<file path="config.mk">
export PLATFORM = sky130hd
export DESIGN_NAME = fwd_watchdog
export DESIGN_NICKNAME = d
export VERILOG_FILES = /design/src/design/fwd_pkg.sv /design/src/design/fwd_watchdog.sv /design/src/design/fwd_tick_gen.sv
export SDC_FILE = /design/constraint.sdc
export NUM_CORES = 1
export LEC_CHECK = 0
export BUFFER_PORTS_ARGS = -buffer_cell sky130_fd_sc_hd__buf_4
export CELL_PAD_IN_SITES_DETAIL_PLACEMENT = 1
export CELL_PAD_IN_SITES_GLOBAL_PLACEMENT = 1
export CORE_ASPECT_RATIO = 1.1
export CORE_MARGIN = 2
export CORE_UTILIZATION = 44
export CTS_CLUSTER_SIZE = 10
export DETAILED_ROUTE_END_ITERATION = 7
export PLACE_DENSITY = 0.95
export RECOVER_POWER = 25
export SKIP_LAST_GASP = 1
export SYNTH_ARGS = -nofsm -noshare
export SYNTH_HDL_FRONTEND = slang
export SYNTH_HIERARCHICAL = 1
export SYNTH_SLANG_ARGS = --single-unit
</file>
<file path="constraint.sdc">
create_clock -name pclk -period 4.7 [get_ports pclk]
set_clock_uncertainty 0.2 [all_clocks]
set_input_delay 0.235 -clock pclk [delete_from_list [all_inputs] [get_ports pclk]]
set_output_delay 0.235 -clock pclk [all_outputs]
set_load 0.02 [all_outputs]
</file>
<file path="src/design/fwd_pkg.sv">
/*
  Shared constants and types of the free-running watchdog: register
  indices, field layout, reset values, keys, timing and state codes.
  Assumes a 40 MHz APB clock and a 32.768 kHz low-speed time base.
*/
package fwd_pkg;

  // Register indices; byte address is four times the index
  localparam logic [15:0] KEY_IDX   = 16'hF00E;  // Clear-key register
  localparam logic [15:0] PSEL_IDX  = 16'hF00F;  // Period select register
  localparam logic [15:0] STAT_IDX  = 16'hF010;  // Sticky event status
  localparam logic [15:0] MASK_IDX  = 16'hF011;  // Event interrupt mask
  localparam int          ADDR_W    = 18;        // APB address width

  // Reset values and keys
  localparam logic [1:0]  PSEL_RST  = 2'h2;      // 2 s period
  localparam logic [7:0]  KEY_FIRST = 8'h5A;     // First clear key
  localparam logic [7:0]  KEY_SECOND = 8'hA5;    // Second clear key

  // Time base
  localparam int CLK_HZ     = 40000000;          // pclk rate
  localparam int CLK_NS     = 25;                // pclk period
  localparam int LS_HZ      = 32768;             // Low-speed clock rate
  localparam int HOLD_NS    = 15250;             // Half low-speed cycle
  localparam int HOLD_CYC   = HOLD_NS / CLK_NS;  // Rounded down
  localparam int ACC_W      = 26;                // Phase accumulator width

  // Overflow periods in ms and in low-speed ticks
  localparam int PER0_MS    = 125;
  localparam int PER1_MS    = 500;
  localparam int PER2_MS    = 2000;
  localparam int PER3_MS    = 8000;
  localparam int PER0_TICKS = PER0_MS * LS_HZ / 1000;
  localparam int PER1_TICKS = PER1_MS * LS_HZ / 1000;
  localparam int PER2_TICKS = PER2_MS * LS_HZ / 1000;
  localparam int PER3_TICKS = PER3_MS * LS_HZ / 1000;
  localparam int CNT_W      = 19;                // Holds 262144

  // Event bits, same layout in status and mask
  typedef struct packed {
    logic reset_ev;                              // Second overflow
    logic nmi_ev;                                // First overflow
  } fwd_evt_t;

  // Watchdog stage, Gray along run-hold-armed-fired
  typedef enum logic [1:0] {
    FWD_RUN   = 2'b00,
    FWD_HOLD  = 2'b01,
    FWD_ARMED = 2'b11,
    FWD_FIRED = 2'b10
  } fwd_state_t;

endpackage

</file>
<file path="src/design/fwd_watchdog.sv">
/*
  Free-running watchdog with two-key clear, selectable overflow period,
  non-maskable interrupt on first overflow and reset request on second.
  Assumes an APB master on pclk, a low-speed oscillator status pin and
  low-power mode levels from the clock controller on pclk.
*/
// Local design decision: register access over APB.
`timescale 1ns/1ps
module fwd_watchdog #(
  parameter int LS_HZ      = fwd_pkg::LS_HZ,
  parameter int PER0_TICKS = fwd_pkg::PER0_TICKS,
  parameter int PER1_TICKS = fwd_pkg::PER1_TICKS,
  parameter int PER2_TICKS = fwd_pkg::PER2_TICKS,
  parameter int PER3_TICKS = fwd_pkg::PER3_TICKS
) (
  // Clock and reset
  input  wire logic                        pclk,
  input  wire logic                        presetn,
  // APB slave
  input  wire logic                        psel,
  input  wire logic                        penable,
  input  wire logic                        pwrite,
  input  wire logic [fwd_pkg::ADDR_W-1:0]  paddr,
  input  wire logic [31:0]                 pwdata,
  output logic      [31:0]                 prdata,
  output logic                             pready,
  output logic                             pslverr,
  // System side
  input  wire logic                        ls_osc_running,
  input  wire logic                        stop_mode,
  input  wire logic                        halt_mode,
  output logic                             watchdog_irq,
  output logic                             halt_release,
  output logic                             wdt_reset_req,
  output logic                             irq
);

  localparam int HOLD_LEN = fwd_pkg::HOLD_CYC;       // Hold length, cycles
  localparam logic [9:0] HOLD_LAST = 10'(HOLD_LEN - 1);

  logic                      osc_meta_reg;    // Sync stage 1
  logic                      osc_run_reg;     // Sync stage 2
  fwd_pkg::fwd_state_t       state_reg;       // Watchdog stage
  logic [fwd_pkg::CNT_W-1:0] cnt_reg;         // Low-speed tick counter
  logic [9:0]                hold_reg;        // Hold cycle counter
  logic                      ptr_reg;         // Toggle pointer
  logic                      key1_ok_reg;     // First key accepted
  logic [1:0]                psel_reg;        // Period select field
  fwd_pkg::fwd_evt_t         stat_reg;        // Sticky events
  fwd_pkg::fwd_evt_t         mask_reg;        // Event mask
  logic                      tick;            // Low-speed tick enable
  logic                      run;             // Counter may advance
  logic                      wr_acc;          // APB write access
  logic [15:0]               idx;             // Register index
  logic                      key_wr;          // Write to clear-key
  logic                      do_clear;        // Valid second key
  logic                      ovf;             // Counter overflow
  logic [fwd_pkg::CNT_W-1:0] per_last;        // Last count of period
  fwd_pkg::fwd_evt_t         evt;             // Events this cycle

  // Oscillator status synchroniser
  always_ff @(posedge pclk or negedge presetn) begin
    if (!presetn) begin
      osc_meta_reg <= 1'b0;
      osc_run_reg  <= 1'b0;
    end else begin
      osc_meta_reg <= ls_osc_running;
      osc_run_reg  <= osc_meta_reg;
    end
  end

  // No software gate: only oscillator, stop mode and the hold stage stall the count
  assign run = osc_run_reg && !stop_mode && (state_reg != fwd_pkg::FWD_HOLD);

  // Low-speed time base
  fwd_tick_gen #(
    .CLK_HZ (fwd_pkg::CLK_HZ),
    .LS_HZ  (LS_HZ)
  ) u_tick (
    .pclk    (pclk),
    .presetn (presetn),
    .run     (run),
    .tick    (tick)
  );

  // Bus decode; zero wait states
  assign idx     = paddr[17:2];
  assign wr_acc  = psel && penable && pwrite;
  assign key_wr  = wr_acc && (idx == fwd_pkg::KEY_IDX) && (state_reg != fwd_pkg::FWD_HOLD);
  assign do_clear = key_wr && ptr_reg && key1_ok_reg && (pwdata[7:0] == fwd_pkg::KEY_SECOND);
  assign pready  = 1'b1;
  // Error on an unmapped index or on a byte address off the word grid
  assign pslverr = psel && penable && (!(idx == fwd_pkg::KEY_IDX || idx == fwd_pkg::PSEL_IDX
                   || idx == fwd_pkg::STAT_IDX || idx == fwd_pkg::MASK_IDX) || paddr[1:0] != 2'h0);

  // Period lookup
  always_comb begin
    unique case (psel_reg)
      2'h0: per_last = fwd_pkg::CNT_W'(PER0_TICKS - 1);
      2'h1: per_last = fwd_pkg::CNT_W'(PER1_TICKS - 1);
      2'h2: per_last = fwd_pkg::CNT_W'(PER2_TICKS - 1);
      2'h3: per_last = fwd_pkg::CNT_W'(PER3_TICKS - 1);
    endcase
  end

  assign ovf = run && tick && (cnt_reg >= per_last) && (state_reg != fwd_pkg::FWD_FIRED);
  // Both event bits from one driver; the stage picks which one fires
  assign evt = '{reset_ev: ovf && (state_reg == fwd_pkg::FWD_ARMED),
                 nmi_ev:   ovf && (state_reg == fwd_pkg::FWD_RUN)};

  // Tick counter, restarts on clear and overflow
  always_ff @(posedge pclk or negedge presetn) begin
    if (!presetn) begin
      cnt_reg <= '0;
    end else if (do_clear || ovf || state_reg == fwd_pkg::FWD_HOLD) begin
      cnt_reg <= '0;
    end else if (run && tick) begin
      cnt_reg <= cnt_reg + 1'b1;
    end
  end

  // Stage machine
  always_ff @(posedge pclk or negedge presetn) begin
    if (!presetn) begin
      state_reg <= fwd_pkg::FWD_RUN;
      hold_reg  <= '0;
    end else begin
      unique case (state_reg)
        // Normal count
        fwd_pkg::FWD_RUN: begin
          if (evt.nmi_ev) begin
            state_reg <= fwd_pkg::FWD_HOLD;
            hold_reg  <= '0;
          end
        end
        // Counter and pointer held in reset state
        fwd_pkg::FWD_HOLD: begin
          if (hold_reg == HOLD_LAST) begin
            state_reg <= fwd_pkg::FWD_ARMED;
          end else begin
            hold_reg <= hold_reg + 1'b1;
          end
        end
        // Counting toward the second overflow
        fwd_pkg::FWD_ARMED: begin
          if (do_clear) begin
            state_reg <= fwd_pkg::FWD_RUN;
          end else if (evt.reset_ev) begin
            state_reg <= fwd_pkg::FWD_FIRED;
          end
        end
        // Reset requested; waits for system reset
        fwd_pkg::FWD_FIRED: begin
          state_reg <= fwd_pkg::FWD_FIRED;
        end
      endcase
    end
  end

  // Toggle pointer and first-key latch
  always_ff @(posedge pclk or negedge presetn) begin
    if (!presetn) begin
      ptr_reg     <= 1'b0;
      key1_ok_reg <= 1'b0;
    end else if (ovf) begin
      ptr_reg     <= 1'b0;
      key1_ok_reg <= 1'b0;
    end else if (key_wr) begin
      ptr_reg     <= !ptr_reg;
      key1_ok_reg <= !ptr_reg && (pwdata[7:0] == fwd_pkg::KEY_FIRST);
    end
  end

  // Period select register
  always_ff @(posedge pclk or negedge presetn) begin
    if (!presetn) begin
      psel_reg <= fwd_pkg::PSEL_RST;
    end else if (wr_acc && idx == fwd_pkg::PSEL_IDX) begin
      psel_reg <= pwdata[1:0];
    end
  end

  // Sticky status and mask; set wins over write-one clear
  always_ff @(posedge pclk or negedge presetn) begin
    if (!presetn) begin
      stat_reg <= '0;
      mask_reg <= '0;
    end else begin
      if (wr_acc && idx == fwd_pkg::STAT_IDX) begin
        stat_reg <= (stat_reg & ~pwdata[1:0]) | evt;
      end else begin
        stat_reg <= stat_reg | evt;
      end
      if (wr_acc && idx == fwd_pkg::MASK_IDX) begin
        mask_reg <= pwdata[1:0];
      end
    end
  end

  // System outputs
  always_ff @(posedge pclk or negedge presetn) begin
    if (!presetn) begin
      watchdog_irq  <= 1'b0;
      halt_release  <= 1'b0;
      wdt_reset_req <= 1'b0;
      irq           <= 1'b0;
    end else begin
      watchdog_irq  <= evt.nmi_ev;
      halt_release  <= evt.nmi_ev && halt_mode;
      wdt_reset_req <= wdt_reset_req || evt.reset_ev;
      irq           <= |((stat_reg | evt) & mask_reg);
    end
  end

  // Read data
  always_ff @(posedge pclk or negedge presetn) begin
    if (!presetn) begin
      prdata <= '0;
    end else if (psel && !penable && !pwrite) begin
      unique case (paddr[17:2])
        fwd_pkg::KEY_IDX:  prdata <= {31'h0, ptr_reg};
        fwd_pkg::PSEL_IDX: prdata <= {30'h0, psel_reg};
        fwd_pkg::STAT_IDX: prdata <= {30'h0, stat_reg};
        fwd_pkg::MASK_IDX: prdata <= {30'h0, mask_reg};
        default:           prdata <= '0;
      endcase
    end
  end

  // Checks
  localparam int HOLD_MAX = HOLD_LEN;  // Hold must end within its own length after the first eight held cycles
endmodule

</file>
<file path="src/design/fwd_tick_gen.sv">
/*
  Fractional divider producing a one-cycle low-speed tick enable
  from pclk. Assumes LS_HZ is below CLK_HZ.
*/
`timescale 1ns/1ps
module fwd_tick_gen #(
  parameter int CLK_HZ = 40000000,
  parameter int LS_HZ  = 32768
) (
  // Clock and reset
  input  wire logic pclk,
  input  wire logic presetn,
  // Control
  input  wire logic run,    // Advance the time base
  // Tick out
  output logic      tick    // One pulse per low-speed cycle
);

  localparam logic [fwd_pkg::ACC_W-1:0] STEP = fwd_pkg::ACC_W'(LS_HZ);
  localparam logic [fwd_pkg::ACC_W-1:0] WRAP = fwd_pkg::ACC_W'(CLK_HZ - LS_HZ);

  logic [fwd_pkg::ACC_W-1:0] acc_reg;  // Phase accumulator

  // Accumulate; wrap emits a tick
  always_ff @(posedge pclk or negedge presetn) begin
    if (!presetn) begin
      acc_reg <= '0;
      tick    <= 1'b0;
    end else if (run) begin
      if (acc_reg >= WRAP) begin
        acc_reg <= acc_reg - WRAP;
        tick    <= 1'b1;
      end else begin
        acc_reg <= acc_reg + STEP;
        tick    <= 1'b0;
      end
    end else begin
      tick <= 1'b0;
    end
  end

endmodule

</file>
==> impl_metrics.ini <==
[outcome]
outcome = finished clean

[worst_setup_path]
crit_slowest_cell = dfstp_2
cp.buffers_inverters = 2
startpoint = psel_reg[1]
worstPathRequired_ps = 4680
slowest_delay_ps = 580
cp_top_family = simple AND/OR/NAND/NOR gates
arrival_ps = 3260
endpoint_kind = flop
critPathLaunchType = flop
path_cells = inv_1 > ha_1 > or3b_2 > a211o_1 > and2_1 > a211oi_2 > buf_4 > nor4_1
worstPathMaxFanout = 27
r2r-start = psel_reg[1]
worst-setup-path-type = flop to flop

[drt]
drt_iter0_drc = 189
dr_total_vias = 3254
viasPerCell = 5.69
drc_errors = 0
wl_um = 10100
dr.pass1.iters = 4
wl_per_cell_um = 17.7
drtAntennaViolNets = 0

[die]
dieArea_sq_um = 10000
start_util_pct = 45.6
fp.dieW_um = 95.6
die_y_um = 105
coreArea_sq_um = 8920
num_rows = 36
io_pins = 96

[sta]
period_share_pct = 69.7
setup_ws_ps = 1420
fmax_ghz = 0.305
slew_violations = 0
slew_headroom_pct = 40.4
setup_violations = 0
fin_crit_ps = 3280
rsz0062_at_grt = no
worstMarginPinSlew_ps = 885
fin_tns_setup_ps = 0
finalHoldViolations = 0

[synth]
synth_seq_cells = 65
synth-xor-area-share_pct = 8.62
synth_simple_gate_area_share_pct = 23.6
synthMuxAreaShare_pct = 2.86
synth_top_family_by_area = simple AND/OR/NAND/NOR gates
synth_fa_ha_area_share_pct = 3.08
synth-compound-area-share_pct = 12.1
synthTopCellsByArea = dfrtp_1, buf_4, xor2_1
synth_cell_types = 67
ys.flop_type = dfrtp_1
synth_top_cell_area_share_pct = 39.4
synth_area_sq_um = 4070
async_reset_ff_share_pct = 100
synth_area_per_cell_sq_um = 9.84
synth_seq_area_share_pct = 40.0
yosys.area.top_type = dfrtp_1
yosysWarnings = 6
syn_inst = 413
synth_edf_count = 0

[layout]
nets = 521
multiInputGateArea_sq_um = 2160
largest_reg_flops = 19
area_delta_synth_final_pct = 10.9
design_area_sq_um = 4510
diodes = 0
fin_util_pct = 50.6
drive_gt1_share_pct = 15.7
seqCellArea_sq_um = 1630
finalNonFillerCells = 572
nFillCells = 1044

[place]
place_congestion = 0.828
dp_cells = 551
placed_cell_area_sq_um = 4290
dp_slack_ps = 1490
port_buffers = 40
detailed_place_hpwl_um = 7030

[clock_tree]
clockRootBuffer = clkbuf_8
cts_tree = yes
cts_num_sinks = 65
clk_pin_slew_worst_paths_ps = 80
clk_latency_ps = 350
post_cts_resized = 0
cts_made_buffers = 9
htreeDepth = 3
cts_buffer_depth = 2

[power]
p_switching_uw = 364
pwr-share-clk_pct = 37.4
switching_share_pct = 28.4
cellInternalPower_uw = 918
peakVddDrop_v = 0.000196
pwr-share-seq_pct = 49.3
combPwrFrac_pct = 13.3
power_density_nw_per_um2 = 284
power_leakage_nw = 1.96

[hold_path]
hp-class = primary input to flop
min_from = pwrite

[global_route]
grt_util_all_layers_pct = 21.2
grt_pass1_vias = 3504
grt_pass1_wl_um = 16900
grt_max_degree = 66
antenna_found_initial = 0
overflow = 0

[run]
maxCapViolations = 0
## through the flow
step | power, mW | hold WS [ps]
6_report | 1.28 | 15.3
5_1_grt | 1.34 | 31.6
4_1_cts | 1.29 | 11.8
3_5_place_dp | 0.810 | 146
3_3_place_gp | 0.800 | 137
2_1_floorplan | 0.764 | -261
## layout make-up
| type | instances | area share (%) |
|---|---|---|
| clock inverter | 3 | 0.888 |
| multi-input combinational | 317 | 47.9 |
| inverter | 14 | 1.17 |
| timing repair buffer | 46 | 7.44 |
| sequential | 65 | 36.1 |
| clock buffer | 13 | 3.30 |
| tap | 114 | 3.16 |
## path summary, 6_finish.rpt
path	depth (start not counted)	slack, ps	end
setup / recovery	8	1420	cnt_reg[6]
hold / removal	3	20	prdata[0]
setup reg to reg	8	1420	cnt_reg[6]
hold reg to reg	0	170	osc_run_reg
max in group asynchronous	2	3440	cnt_reg[12]
min in group asynchronous	2	320	u_tick/acc_reg[17]
## cell families (layout without fill, tap and decap cells)
| logic type | after synthesis | in the layout |
|---|---|---|
| and+or+nand+nor | 166 | 166 |
| xor gates and xnor gates | 40 | 40 |
| AOI/OAI and AO/OA | 59 | 59 |
| DFF | 65 | 65 |
| muxes | 11 | 11 |
| other | 2 | 31 |
| buffers and inverters | 60 | 76 |
| adders and majority gates | 10 | 10 |
## power groups by stage
stage               clock network, mW  registers, mW  logic, mW
detailed placement                  0          0.642      0.168
floorplan                           0          0.633      0.131
global route                    0.510          0.638      0.191
CTS                             0.489          0.631      0.172
finish                          0.480          0.632      0.170
global placement                    0          0.639      0.161
## Yosys cell counts, types with 6 or more instances
cell      number
dfrtp_1       64
and3_1         7
xnor2_1       19
nor3_1        11
o21ai_0       12
nand4_1       12
mux2i_1        6
nor4_1        22
clkbuf_1       6
buf_4         36
nor2_1        27
a21oi_1        6
xor2_1        21
nand3_1       19
ha_1          10
inv_1         14
nand2_1       26
## layer usage
metal | global-route usage [%] | part of all wire, % | routed length, um
met2 | 37.0 | 53 | 5380
met3 | 2.81 | 4.4 | 446
met4 | 8.98 | 2.1 | 211
met1 | 25.7 | 40 | 4090
met5 | 0 | 0 | 0
## worst min-delay path: stages
cell,delay (ps)
buf_4,90
or3b_2,130
o31ai_1,80
## timing repair
item	CTS	global route
endpoints found under the hold margin	70	0
buffers inserted	0	0
hold buffers	5	0
## cell usage in the layout (no fill, tap or decap), types with 4 or more instances in the layout
| master | instances |
|---|---|
| a211o_1 | 4 |
| a21oi_1 | 6 |
| and3_1 | 7 |
| and4_1 | 4 |
| buf_4 | 34 |
| clkbuf_1 | 9 |
| clkbuf_8 | 10 |
| conb_1 | 31 |
| dfrtp_1 | 64 |
| dlygate4sd3_1 | 5 |
| ha_1 | 10 |
| inv_1 | 14 |
| mux2_2 | 5 |
| mux2i_1 | 6 |
| nand2_1 | 26 |
| nand2b_1 | 4 |
| nand3_1 | 19 |
| nand4_1 | 12 |
| nand4b_1 | 5 |
| nor2_1 | 27 |
| nor3_1 | 11 |
| nor3b_1 | 5 |
| nor4_1 | 22 |
| o21ai_0 | 12 |
| xnor2_1 | 19 |
| xor2_1 | 21 |
Note: power is estimated with default switching activity, not from simulation.
